===== src/include/switchgear_pkg.sv =====
package switchgear_pkg;

   // Input channels 4 to 13 are held as a ten-bit vector, bit 0 is channel 4.
   localparam int unsigned NUM_CHANNELS   = 10;
   localparam int unsigned ENERGY_CH_IDX  = 3;
   localparam int unsigned CODE_W         = 8;
   localparam int unsigned PULSE_W        = 10;

   // Output selection codes.
   localparam logic [7:0] CODE_NONE      = 8'h00;
   localparam logic [7:0] CODE_OPEN      = 8'h14;
   localparam logic [7:0] CODE_CLOSE     = 8'h15;
   localparam logic [7:0] CODE_SIG1      = 8'h16;
   localparam logic [7:0] CODE_SIG2      = 8'h17;
   localparam logic [7:0] CODE_SIG3      = 8'h18;
   localparam logic [7:0] CODE_CDO_OPEN  = 8'hdc;
   localparam logic [7:0] CODE_CDO_CLOSE = 8'hdd;

   // Pulse length in tenths of a second: 1 to 1000, default 0.1 s.
   localparam logic [9:0] PULSE_MIN      = 10'h001;
   localparam logic [9:0] PULSE_MAX      = 10'h3e8;
   localparam logic [9:0] PULSE_DEFAULT  = 10'h001;
   localparam logic [3:0] OBJECT_CH_DEFAULT = 4'h2;

   localparam int unsigned CLK_HZ        = 100_000_000;
   localparam int unsigned TICK_MS       = 100;
   localparam int unsigned TICK_CYCLES   = CLK_HZ / 1000 * TICK_MS;
   localparam int unsigned TICK_W        = $clog2(TICK_CYCLES);

   // Serial command encodings for the direct switch command value.
   localparam logic DIRECT_OPEN  = 1'b0;
   localparam logic DIRECT_CLOSE = 1'b1;

   typedef struct packed {
      logic direct_valid;
      logic direct_value;
      logic arm_open;
      logic arm_close;
      logic execute;
      logic cancel;
   } remote_cmd_s;

   typedef struct packed {
      logic [CODE_W-1:0] indication_target;
      logic [CODE_W-1:0] switch_target;
      logic              inhibit;
   } channel_cfg_s;

   typedef enum logic [2:0] {
      PULSE_IDLE  = 3'b001,
      PULSE_OPEN  = 3'b010,
      PULSE_CLOSE = 3'b100
   } pulse_state_e;

endpackage


===== src/rtl/switchgear_output_control.sv =====
`timescale 1ns/10ps
// Function
// - Any status change on channels 4 to 13, except an energy-counting channel 7, raises an event pulse.
// - Each channel drives one signal output and one control output or inhibit.
// - Channel control ignores local/remote selector but still checks interlock.
// - Channel signal output follows channel activity exactly.
// - Channel-triggered open/close pulse length comes from the setting only.
// - Inhibit-configured active channel blocks its selected operation.
// - With interlock disabled, channels cannot inhibit open or close.
// - Channel 7 as energy counter is excluded from events, signals and control; channel_active_o still reports it.
// - Default configuration makes channels plain status inputs.
// - Codes: open 20, close 21, direct-logic 220/221, signals 22 to 24.
// - Open/close accept pushbutton, serial, channel and direct-logic sources.
// - Pushbutton, serial and channel commands pulse only when interlock allows.
// - Pulse lengths 0.1 to 100 s in 0.1 s steps, default 0.1 s.
// - Pulse lengths are taken from the controlled object's channel.
// - Direct command value 0 pulses open, 1 pulses close, if permitted.
// - Arm then execute pulses the armed output; arm clears after execute.
// - Cancel clears a pending arm without any output.
// - Direct-logic open/close is held while its inputs stay unchanged, yielding to any pulse; open beats close.
// - Open/close blockable by interlock result and inhibit channels.
// - Signal outputs driven only by channels and direct logic.
// - Healthy output high with no fault, low on permanent fault.
// - Per-channel polarity selects the active level, active-high default.
module switchgear_output_control
   import switchgear_pkg::*;
(
   // Clock and reset
   input  wire logic                    core_clk_i,
   input  wire logic                    rst_i,
   // Binary input pins, channels 4 to 13
   input  wire logic [NUM_CHANNELS-1:0] channel_pin_i,
   input  wire logic [NUM_CHANNELS-1:0] input_polarity_select_i,
   input  wire channel_cfg_s [NUM_CHANNELS-1:0] channel_cfg_i,
   input  wire logic                    energy_counter_mode_i,
   // Local panel
   input  wire logic                    local_open_button_i,
   input  wire logic                    local_close_button_i,
   input  wire logic                    remote_mode_i,
   // Remote serial commands, one-cycle strobes
   input  wire remote_cmd_s             remote_cmd_i,
   input  wire logic [3:0]              remote_channel_i,
   // Settings
   input  wire logic [3:0]              object_channel_i,
   input  wire logic [3:0]              pulse_channel_i,
   input  wire logic [PULSE_W-1:0]      open_pulse_length_i,
   input  wire logic [PULSE_W-1:0]      close_pulse_length_i,
   input  wire logic                    pulse_length_we_i,
   input  wire logic                    interlock_enable_i,
   input  wire logic                    interlock_bypass_i,
   input  wire logic                    interlock_open_ok_i,
   input  wire logic                    interlock_close_ok_i,
   // Conditional direct output logic results
   input  wire logic                    cdo_open_i,
   input  wire logic                    cdo_close_i,
   input  wire logic [2:0]              cdo_signal_i,
   // Supervision
   input  wire logic                    permanent_fault_i,
   // Outputs
   output logic                         open_o,
   output logic                         close_o,
   output logic [2:0]                   aux_indication_outputs_o,
   output logic                         healthy_indication_output_o,
   output logic                         channel_event_o,
   output logic [NUM_CHANNELS-1:0]      channel_active_o,
   output logic                         armed_open_o,
   output logic                         armed_close_o,
   output logic [PULSE_W-1:0]           open_pulse_length_o,
   output logic [PULSE_W-1:0]           close_pulse_length_o
);

   // Clamp a requested pulse length into the legal range.
   function automatic logic [PULSE_W-1:0] clamp_len(
      input logic [PULSE_W-1:0] len);
      if (len < PULSE_MIN) begin
         return PULSE_MIN;
      end else if (len > PULSE_MAX) begin
         return PULSE_MAX;
      end
      return len;
   endfunction

   logic [NUM_CHANNELS-1:0] pin_meta;
   logic [NUM_CHANNELS-1:0] pin_sync;
   logic [NUM_CHANNELS-1:0] active_now;
   logic [NUM_CHANNELS-1:0] active_prev;
   logic [NUM_CHANNELS-1:0] usable;
   logic [NUM_CHANNELS-1:0] rising;
   logic                    ch_open_req;
   logic                    ch_close_req;
   logic                    inh_open;
   logic                    inh_close;
   logic [2:0]              ch_signal;
   logic                    open_permit;
   logic                    close_permit;
   logic                    remote_ok;
   logic                    req_open;
   logic                    req_close;
   logic [1:0]              button_meta;
   logic [1:0]              button_sync;
   logic [1:0]              button_prev;
   logic                    button_open_edge;
   logic                    button_close_edge;
   logic [TICK_W-1:0]       tick_cnt;
   logic                    tick;
   logic [PULSE_W-1:0]      pulse_cnt;
   pulse_state_e            state;
   pulse_state_e            next_state;
   logic                    cdo_open_eff;
   logic                    cdo_close_eff;

   // Pins come from outside the clock domain.
   always_ff @(posedge core_clk_i) begin
      if (rst_i) begin
         // Start at the inactive level so active-low channels see no edge.
         pin_meta <= ~input_polarity_select_i;
         pin_sync <= ~input_polarity_select_i;
      end else begin
         pin_meta <= channel_pin_i;
         pin_sync <= pin_meta;
      end
   end

   assign active_now = ~(pin_sync ^ input_polarity_select_i);

   // An energy-counting channel 7 takes part in nothing else except the channel_active_o status.
   always_comb begin
      usable = '1;
      if (energy_counter_mode_i) begin
         usable[ENERGY_CH_IDX] = 1'b0;
      end
   end

   always_ff @(posedge core_clk_i) begin
      if (rst_i) begin
         active_prev     <= '0;
         channel_event_o <= 1'b0;
      end else begin
         active_prev     <= active_now;
         channel_event_o <= |((active_now ^ active_prev) & usable);
      end
   end

   assign channel_active_o = active_prev;
   assign rising           = active_now & ~active_prev & usable;

   // Channel decode; unknown codes, including the default zero, do nothing.
   always_comb begin
      ch_open_req  = 1'b0;
      ch_close_req = 1'b0;
      inh_open     = 1'b0;
      inh_close    = 1'b0;
      ch_signal    = 3'b000;
      for (int i = 0; i < NUM_CHANNELS; i++) begin
         if (usable[i] && active_now[i]) begin
            case (channel_cfg_i[i].indication_target)
               CODE_SIG1: ch_signal[0] = 1'b1;
               CODE_SIG2: ch_signal[1] = 1'b1;
               CODE_SIG3: ch_signal[2] = 1'b1;
               default: ;
            endcase
            if (channel_cfg_i[i].inhibit) begin
               if (interlock_enable_i) begin
                  if (channel_cfg_i[i].switch_target == CODE_OPEN) begin
                     inh_open = 1'b1;
                  end
                  if (channel_cfg_i[i].switch_target == CODE_CLOSE) begin
                     inh_close = 1'b1;
                  end
               end
            end else if (rising[i]) begin
               if (channel_cfg_i[i].switch_target == CODE_OPEN) begin
                  ch_open_req = 1'b1;
               end
               if (channel_cfg_i[i].switch_target == CODE_CLOSE) begin
                  ch_close_req = 1'b1;
               end
            end
         end
      end
   end

   // Interlock result only counts when interlocking is enabled and not bypassed.
   assign open_permit  = (!interlock_enable_i || interlock_bypass_i ||
                          interlock_open_ok_i) && !inh_open;
   assign close_permit = (!interlock_enable_i || interlock_bypass_i ||
                          interlock_close_ok_i) && !inh_close;

   assign remote_ok = remote_mode_i && (remote_channel_i == object_channel_i);

   // Pushbuttons are pins as well; bit 0 is open, bit 1 is close.
   always_ff @(posedge core_clk_i) begin
      if (rst_i) begin
         button_meta <= '0;
         button_sync <= '0;
         button_prev <= '0;
      end else begin
         button_meta <= {local_close_button_i, local_open_button_i};
         button_sync <= button_meta;
         button_prev <= button_sync;
      end
   end

   assign button_open_edge  = button_sync[0] && !button_prev[0] &&
                              !remote_mode_i;
   assign button_close_edge = button_sync[1] && !button_prev[1] &&
                              !remote_mode_i;

   // Armed state for the secured procedure.
   always_ff @(posedge core_clk_i) begin
      if (rst_i) begin
         armed_open_o  <= 1'b0;
         armed_close_o <= 1'b0;
      end else if (remote_ok) begin
         if (remote_cmd_i.cancel || remote_cmd_i.execute) begin
            armed_open_o  <= 1'b0;
            armed_close_o <= 1'b0;
         end else if (remote_cmd_i.arm_open) begin
            armed_open_o  <= 1'b1;
            armed_close_o <= 1'b0;
         end else if (remote_cmd_i.arm_close) begin
            armed_open_o  <= 1'b0;
            armed_close_o <= 1'b1;
         end
      end
   end

   assign req_open = open_permit && (button_open_edge || ch_open_req ||
      (remote_ok && remote_cmd_i.direct_valid &&
       remote_cmd_i.direct_value == DIRECT_OPEN) ||
      (remote_ok && remote_cmd_i.execute && armed_open_o));
   assign req_close = close_permit && (button_close_edge || ch_close_req ||
      (remote_ok && remote_cmd_i.direct_valid &&
       remote_cmd_i.direct_value == DIRECT_CLOSE) ||
      (remote_ok && remote_cmd_i.execute && armed_close_o));

   // Pulse lengths live with the controlled object's channel.
   always_ff @(posedge core_clk_i) begin
      if (rst_i) begin
         open_pulse_length_o  <= PULSE_DEFAULT;
         close_pulse_length_o <= PULSE_DEFAULT;
      end else if (pulse_length_we_i &&
                   pulse_channel_i == object_channel_i) begin
         open_pulse_length_o  <= clamp_len(open_pulse_length_i);
         close_pulse_length_o <= clamp_len(close_pulse_length_i);
      end
   end

   // Tick every 0.1 s, restarted with each pulse so the first step is whole.
   always_ff @(posedge core_clk_i) begin
      if (rst_i || state == PULSE_IDLE) begin
         tick_cnt <= '0;
      end else if (tick_cnt == TICK_W'(TICK_CYCLES - 1)) begin
         tick_cnt <= '0;
      end else begin
         tick_cnt <= tick_cnt + 1'b1;
      end
   end

   assign tick = (tick_cnt == TICK_W'(TICK_CYCLES - 1));

   // Open wins a same-cycle tie; the opposite command is lost, not queued.
   always_comb begin
      next_state = state;
      case (state)
         PULSE_IDLE: begin
            if (req_open) begin
               next_state = PULSE_OPEN;
            end else if (req_close) begin
               next_state = PULSE_CLOSE;
            end
         end
         PULSE_OPEN, PULSE_CLOSE: begin
            if (tick && pulse_cnt == PULSE_MIN) begin
               next_state = PULSE_IDLE;
            end
         end
         default: next_state = PULSE_IDLE;
      endcase
   end

   always_ff @(posedge core_clk_i) begin
      if (rst_i) begin
         state <= PULSE_IDLE;
      end else begin
         state <= next_state;
      end
   end

   always_ff @(posedge core_clk_i) begin
      if (rst_i) begin
         pulse_cnt <= '0;
      end else if (state == PULSE_IDLE) begin
         if (req_open) begin
            pulse_cnt <= open_pulse_length_o;
         end else if (req_close) begin
            pulse_cnt <= close_pulse_length_o;
         end
      end else if (tick) begin
         pulse_cnt <= pulse_cnt - 1'b1;
      end
   end

   // Direct logic holds its level but bows to a pulse running or starting,
   // so a pulse on one output never meets a held level on the other.
   assign cdo_open_eff  = cdo_open_i && next_state == PULSE_IDLE;
   assign cdo_close_eff = cdo_close_i && !cdo_open_i &&
                          next_state == PULSE_IDLE;

   always_ff @(posedge core_clk_i) begin
      if (rst_i) begin
         open_o                      <= 1'b0;
         close_o                     <= 1'b0;
         aux_indication_outputs_o    <= 3'b000;
         healthy_indication_output_o <= 1'b0;
      end else begin
         open_o  <= (next_state == PULSE_OPEN) || cdo_open_eff;
         close_o <= (next_state == PULSE_CLOSE) || cdo_close_eff;
         aux_indication_outputs_o    <= ch_signal | cdo_signal_i;
         healthy_indication_output_o <= !permanent_fault_i;
      end
   end

endmodule


===== config.mk =====
export PLATFORM = sky130hd
export DESIGN_NAME = switchgear_output_control
export DESIGN_NICKNAME = d
export VERILOG_FILES = /design/src/include/switchgear_pkg.sv /design/src/rtl/switchgear_output_control.sv
export SDC_FILE = /design/constraint.sdc
export NUM_CORES = 1
export LEC_CHECK = 0
export BUFFER_PORTS_ARGS = -buffer_cell sky130_fd_sc_hd__buf_2
export CORE_ASPECT_RATIO = 0.7
export CORE_MARGIN = 5
export CORE_UTILIZATION = 30
export DETAILED_ROUTE_END_ITERATION = 10
export SYNTH_ARGS = -nofsm -noshare
export SYNTH_HDL_FRONTEND = slang
export SYNTH_SLANG_ARGS = --single-unit

===== constraint.sdc =====
create_clock -name core_clk_i -period 4.5 [get_ports core_clk_i]
set_input_delay 0.225 -clock core_clk_i [delete_from_list [all_inputs] [get_ports core_clk_i]]
set_output_delay 0.225 -clock core_clk_i [all_outputs]
set_load 0.1 [all_outputs]

## After elaboration in Yosys (flattened, before gate mapping)

Index checks and enable logic that the tools add are counted.

| word-level totals | value |
|---|---|
| bits in writable memories | 0 |
| memory bits (read-only) | 0 |
| bits in latches | 0 |
| word-level logic and storage cells | 373 |
| memories kept | 0 |
| output and inout bits | 39 |
| flip-flop bits (word level) | 102 |

| operators by class | value |
|---|---|
| bitwise logic cells | 10 |
| divide/modulo/power cells | 0 |
| add/sub/neg operators | 2 |
| reductions and logical operators | 49 |
| $mul | 0 |
| magnitude comparators | 4 |
| eq/ne operators | 61 |
| shift-type cells | 0 |
| muxes and demuxes | 229 |

Operators by type and width:

| operator | number |
|---|---|
| 8-bit by 5-bit == test with 1-bit output, second input constant | 50 |
| 1-bit two-way mux | 203 |
| 10-bit two-way mux | 12 |
| 3-bit two-way mux | 13 |
| 10-bit bitwise AND | 3 |
| 10-bit inverter | 3 |
| 24-bit by 1-bit adder with 24-bit output, second input constant | 1 |
| 24-bit == test, second input constant | 1 |
| 1-bit logical AND | 21 |
| 10-bit > comparator, second input constant | 2 |
| 10-bit by 1-bit < comparator with 1-bit output, second input constant | 2 |
| 10-bit XOR | 2 |
| 1-bit logical OR | 13 |
| 10-bit by 1-bit == test with 1-bit output, second input constant | 1 |
| 10-bit OR reduction | 1 |
| 10-bit by 1-bit subtractor with 10-bit output, second input constant | 1 |
| 4-bit == test | 2 |
| 1-bit zero test | 8 |
| 3-bit by 1-bit == test with 1-bit output, second input constant | 2 |
| 3-bit by 2-bit == test with 1-bit output, second input constant | 2 |
| 3-bit == test, second input constant | 2 |
| 3-bit one-hot mux with 2 select lines | 1 |
| 2-bit AND reduction | 2 |
| 2-bit OR reduction | 2 |
| 5 further kinds | 5 |

## Logic depth before layout (Yosys ltp)

| logic depth | value |
|---|---|
| word-level depth | 53 |
| depth in mapped cells | 14 |
| mapped depth without buffers | 12 |

## Worst setup path after synthesis

Ideal clock, no wire load.

| timing | value |
|---|---|
| path kind | register to register |
| start point | register active_prev[5], in the netlist channel_active_o[5] |
| end point | register pulse_cnt[4] |
| setup time | 88 ps |
| clock period less this slack | 2897 ps |
| data arrival time | 2809 ps |
| path slack | 1603 ps |
| stages on the path, launching flop included | 14 |
| required time | 4412 ps |
| cells stage by stage | dfxtp_1 > inv_1 > ha_1 > nor4bb_1 > nand4_1 > nand2_1 > a221oi_1 > nand3_1 > and3_1 > buf_4 > o31ai_4 > buf_6 > a21oi_1 > o32ai_2 |

| on the way | value |
|---|---|
| cells in the longest elaborated chain, start to end | 28 |
| elaborated cells on any way between the ends | 53 |

RTL lines:

| what | RTL line | text |
|---|---|---|
| start, declared | switchgear_output_control.sv:86 | `logic [NUM_CHANNELS-1:0] active_prev;` |
| start signal, assigned | switchgear_output_control.sv:139 | `active_prev <= active_now;` |
| 10-bit inverter (*) | switchgear_output_control.sv:145 | `assign rising = active_now & ~active_prev & usable;` |
| 10-bit bitwise AND (*) (2 in series) | switchgear_output_control.sv:145 |  |
| 1-bit two-way mux | switchgear_output_control.sv:171 | `end else if (rising[i]) begin` |
| 1-bit two-way mux | switchgear_output_control.sv:162 | `if (channel_cfg_i[i].inhibit) begin` |
| 1-bit two-way mux | switchgear_output_control.sv:155 | `if (usable[i] && active_now[i]) begin` |
| 1-bit two-way mux, on equally long branches | switchgear_output_control.sv:172, switchgear_output_control.sv:175 |  |
| 1-bit two-way mux | switchgear_output_control.sv:171 |  |
| 1-bit two-way mux | switchgear_output_control.sv:162 |  |
| [10 not listed] | -- |  |
| 1-bit two-way mux | switchgear_output_control.sv:171 |  |
| 1-bit two-way mux | switchgear_output_control.sv:162 |  |
| 1-bit two-way mux | switchgear_output_control.sv:155 |  |
| 1-bit logical OR, on equally long branches (2 in series) | switchgear_output_control.sv:228, switchgear_output_control.sv:232 |  |
| 1-bit logical OR, on equally long branches | switchgear_output_control.sv:230, switchgear_output_control.sv:234 |  |
| 1-bit logical AND, on equally long branches | switchgear_output_control.sv:228, switchgear_output_control.sv:232 |  |
| 3-bit != test (no source line) or 10-bit two-way mux (tied branches) | -- |  |
| 2-bit AND reduction (no source line) or 10-bit two-way mux (tied branches) | -- |  |
| end signal, assigned | switchgear_output_control.sv:295 | `pulse_cnt <= open_pulse_length_o;` |
| end signal, assigned | switchgear_output_control.sv:297 | `pulse_cnt <= close_pulse_length_o;` |
| end signal, assigned | switchgear_output_control.sv:300 | `pulse_cnt <= pulse_cnt - 1'b1;` |
| end, declared | switchgear_output_control.sv:106 | `logic [PULSE_W-1:0] pulse_cnt;` |

Mark *: on every way between the ends. The rest lies on a longest branch, timed or not.
A chain may end at the register's enable or synchronous reset.

## Worst setup path after layout

| timing | value |
|---|---|
| start point | register pin_sync[5] |
| end point | register pulse_cnt[8] |

| on the way | value |
|---|---|
| cells in the longest elaborated chain, start to end | 29 |
| elaborated cells on any way between the ends | 92 |

RTL lines:

| what | RTL line | text |
|---|---|---|
| start, declared | switchgear_output_control.sv:84 | `logic [NUM_CHANNELS-1:0] pin_sync;` |
| start signal, assigned | switchgear_output_control.sv:117 | `pin_sync <= ~input_polarity_select_i;` |
| start signal, assigned | switchgear_output_control.sv:120 | `pin_sync <= pin_meta;` |
| 10-bit XOR (*) | switchgear_output_control.sv:124 | `assign active_now = ~(pin_sync ^ input_polarity_select_i);` |
| 10-bit inverter (*) | switchgear_output_control.sv:124 |  |
| net active_now[5] | switchgear_output_control.sv:85 | `logic [NUM_CHANNELS-1:0] active_now;` |
| 10-bit bitwise AND (2 in series) | switchgear_output_control.sv:145 |  |
| 1-bit two-way mux | switchgear_output_control.sv:171 |  |
| 1-bit two-way mux | switchgear_output_control.sv:162 |  |
| 1-bit two-way mux | switchgear_output_control.sv:155 |  |
| 1-bit two-way mux, on equally long branches | switchgear_output_control.sv:172, switchgear_output_control.sv:175 |  |
| [12 not listed] | -- |  |
| 1-bit two-way mux | switchgear_output_control.sv:171 |  |
| 1-bit two-way mux | switchgear_output_control.sv:162 |  |
| 1-bit two-way mux | switchgear_output_control.sv:155 |  |
| 1-bit logical OR, on equally long branches (2 in series) | switchgear_output_control.sv:228, switchgear_output_control.sv:232 |  |
| 1-bit logical OR, on equally long branches | switchgear_output_control.sv:230, switchgear_output_control.sv:234 |  |
| 1-bit logical AND, on equally long branches | switchgear_output_control.sv:228, switchgear_output_control.sv:232 |  |
| 3-bit != test (no source line) or 10-bit two-way mux (tied branches) | -- |  |
| 2-bit AND reduction (no source line) or 10-bit two-way mux (tied branches) | -- |  |

Mark *: on every way through the listed nets, which the timed path passes. The rest lies on a longest branch.

==> impl_metrics.ini <==
[setup_path]
reg2reg_depth = 11
r2r-end = pulse_cnt[8]
end_kind = flop
crit_type = flop to flop
rr_startpoint = pin_sync[5]
cp_slowest_cell = xnor2_1
cp_num_cells = 11
crit_path_start_kind = flop
crit_chain = xnor2_1, ha_1, nor4bb_1, nand4_1, nand2_1, a221oi_1, nand3_1, and3_1, o31ai_4, nand2b_2, o21ai_0
critPathLaunch = pin_sync[5]
crit_end = pulse_cnt[8]
arrival_ns = 3.65
cp.required_ns = 4.77
path_max_fanout = 15
crit_buf_inv = 0
r2r_slack_ns = 1.12
critPathTopFamily = simple AND/OR/NAND/NOR gates
cpPeakStageDelay_ns = 0.63

[sta]
rsz0062_at_grt = no
hold_violations = 0
drv_slew = 0
fmax_mhz = 296
tns_ns = 0
fin_worst_skew_ns = 0.00942
setup_ws_ns = 1.12
period_minus_slack_ns = 3.38
setup_viol_count_final = 0
max_slew_margin = 0.360
worstMarginPinSlew_ns = 0.951
finalCritPeriodShare = 0.750

[synthesis]
synth-simple-area-share = 0.322
ys_warn_count = 0
synthMuxAreaShare = 0.0149
synth_top_family_by_area = simple AND/OR/NAND/NOR gates
synth_top_area_share = 0.357
synth_compound_area_frac = 0.158
netlist_instances = 715
synth_xor_area_frac = 0.0583
synth_fa_ha_area_frac = 0.0285
ys_ff_latch = 102
netlist_area_um2 = 5710
synth_edf_count = 0
synth_fp_nets = 973
synth.avg_cell_area_um2 = 7.99
yosys.area.top_type = dfxtp_1
ys_types = 73
synth_ff_type = dfxtp_1
yosysSeqAreaShare = 0.357
async_flop_share = 0
synth_area_leaders = dfxtp_1 (36%), nor2_1 (5.1%), xor2_1 (4.4%), inv_1 (4.4%), nand2_1 (4.3%)

[grt]
grt_pass1_wl_um = 31100
grt_pass1_vias = 5822
grt_antenna_before_repair = 0
grtUsageTotal = 0.175
grt_max_degree = 54
grt_overflow = 0

[floorplan]
start_util = 0.304
dieArea_um2 = 21900
coreArea_um2 = 18800
die_w_um = 175
pin_count = 284
std_cell_rows = 42
fp.dieH_um = 125

[placed_design]
hpwl_um = 16800
portBuffers = 283
place_ws_ns = 0.987
gp_congestion = 0.878
placedCellCount = 1225

[layout]
area_delta_synth_final_pct = 35.2
diodes = 0
drive_above_1_share = 0.326
fin_cells = 1240
n_fill_cell = 2000
fin_nets = 1252

[power]
sw_frac_of_total = 0.299
pwr-share-clk = 0.365
internal-power_mw = 1.65
cellLeakagePower_nw = 3.47
seqPwrFrac = 0.409
ir_drop_mv = 0.209
power_density_nw_per_um2 = 305
switching_power_uw = 706
pwr-share-comb = 0.226

[cts]
numCtsBuffers = 9
clk_path_buf_depth = 2
cts_tree = done
clk_latency_ns = 0.34
cts-htree-levels = 3
cts_resized = 0
holdBufCountCts = 0
ctsRootBufferMaster = clkbuf_16
clock_sinks = 102
clk_pin_slew_ns = 0.07
cts_setup_buffers = 0

[detailed_routing]
via_per_inst = 4.96
wl_per_cell_um = 16.4
ant_nets = 0
drt-total-wl_um = 20300
drtIter0Drc = 389
vias = 6153
dr.pass1.iters = 5
drc = 0

[run_status]
outcome = completed

[min_path]
hold_class = primary input to flop

[run]
cap_violations = 0
-- worst min-delay path by stage --
stage | startpoint | end | slack, ns | depth (start not counted)
after floorplan | permanent_fault_i | healthy_indication_output_o | 0.29 | 1
after global placement | permanent_fault_i | healthy_indication_output_o | 0.38 | 2
after detailed placement | permanent_fault_i | healthy_indication_output_o | 0.38 | 2
after CTS | permanent_fault_i | healthy_indication_output_o | 0.01 | 2
after global routing | permanent_fault_i | healthy_indication_output_o | 0.008 | 2
final | permanent_fault_i | healthy_indication_output_o | 0.03 | 2
-- sequential cells by signal, indices dropped and copies added (netlist names) --
name,cells
aux_indication_outputs_o,3
armed_close_o,1
button_sync,2
channel_event_o,1
channel_active_o,10
button_prev,2
pin_meta,10
armed_open_o,1
pin_sync,10
pulse_cnt,10
close_o,1
open_o,1
button_meta,2
open_pulse_length_o,10
state,3
tick_cnt,24
close_pulse_length_o,10
healthy_indication_output_o,1
-- stage by stage --
step                      total power, mW  instance area [um2]  hold WS, ns  utilization
final                                2.36                 7730       0.0257        0.411
after global routing                 2.47                 7730      0.00827        0.411
after CTS                            2.39                 7730       0.0106        0.411
after detailed placement             1.52                 7400        0.382        0.393
after global placement               1.51                 7400        0.375        0.393
after floorplan                      1.30                 5710        0.292            -
-- synth_stat cells, types with 8 or more instances --
cell type  instances
nand4b_1           8
nor3_1            13
nand2_1           65
nand2b_1          19
nor2b_1            9
and3_1            13
nor4_1            17
o21ai_0           33
clkbuf_1          17
inv_1             67
nor4b_1           15
nand4_1           22
nand3_1           24
a21oi_1           30
xor2_1            29
dfxtp_1          102
nor2_1            78
xnor2_1            9
ha_1              13
-- power groups by stage --
stage / registers, mW / clock network [mW] / logic [mW]
4_1_cts: 0.963 / 0.890 / 0.538
3_3_place_gp: 0.984 / 0 / 0.530
3_5_place_dp: 0.985 / 0 / 0.535
6_report: 0.964 / 0.861 / 0.534
5_1_grt: 0.968 / 0.921 / 0.580
2_1_floorplan: 1.10 / 0 / 0.198
-- cell usage in the layout, fill, tap and decap left out, types with 13 or more instances in the layout --
cell and n:
buf_2 283, dfxtp_1 102, nand2_1 65, nor2_1 78, xor2_1 29, nor4_1 16, nand2b_1 19, and3_1 13
nand3_1 24, ha_1 13, o21ai_0 33, a21oi_1 30, nor3_1 13, nor4b_1 15, inv_1 67, nand4_1 22
-- layer usage --
| layer | wire [um] | vias to the layer above | GRT usage |
|---|---|---|---|
| met5 | 0 | - | 0 |
| met4 | 191 | 0 | 0.0231 |
| met3 | 1210 | 18 | 0.0422 |
| met2 | 9740 | 212 | 0.303 |
| met1 | 9190 | 2801 | 0.227 |
| li1 | - | 3122 | - |
-- kinds of logic after synthesis --
| family | Yosys count |
|---|---|
| AOI/OAI and AO/OA | 130 |
| xor gates and xnor gates | 38 |
| adders and majority gates | 13 |
| buffers and inverters | 89 |
| DFF | 102 |
| muxes | 8 |
| and+or+nand+nor | 335 |
-- layout make-up --
cell class / instances / area (um2) / area share
repair buffers: 290 / 1470 / 0.190
inverters: 67 / 251 / 0.0326
well taps: 242 / 303 / 0.0392
clock inverters: 4 / 77.6 / 0.0100
clock buffers: 11 / 253 / 0.0327
flip-flops and latches: 102 / 2040 / 0.264
multi-input cells: 524 / 3330 / 0.431
No activity file was read; power rests on OpenSTA's default activity.
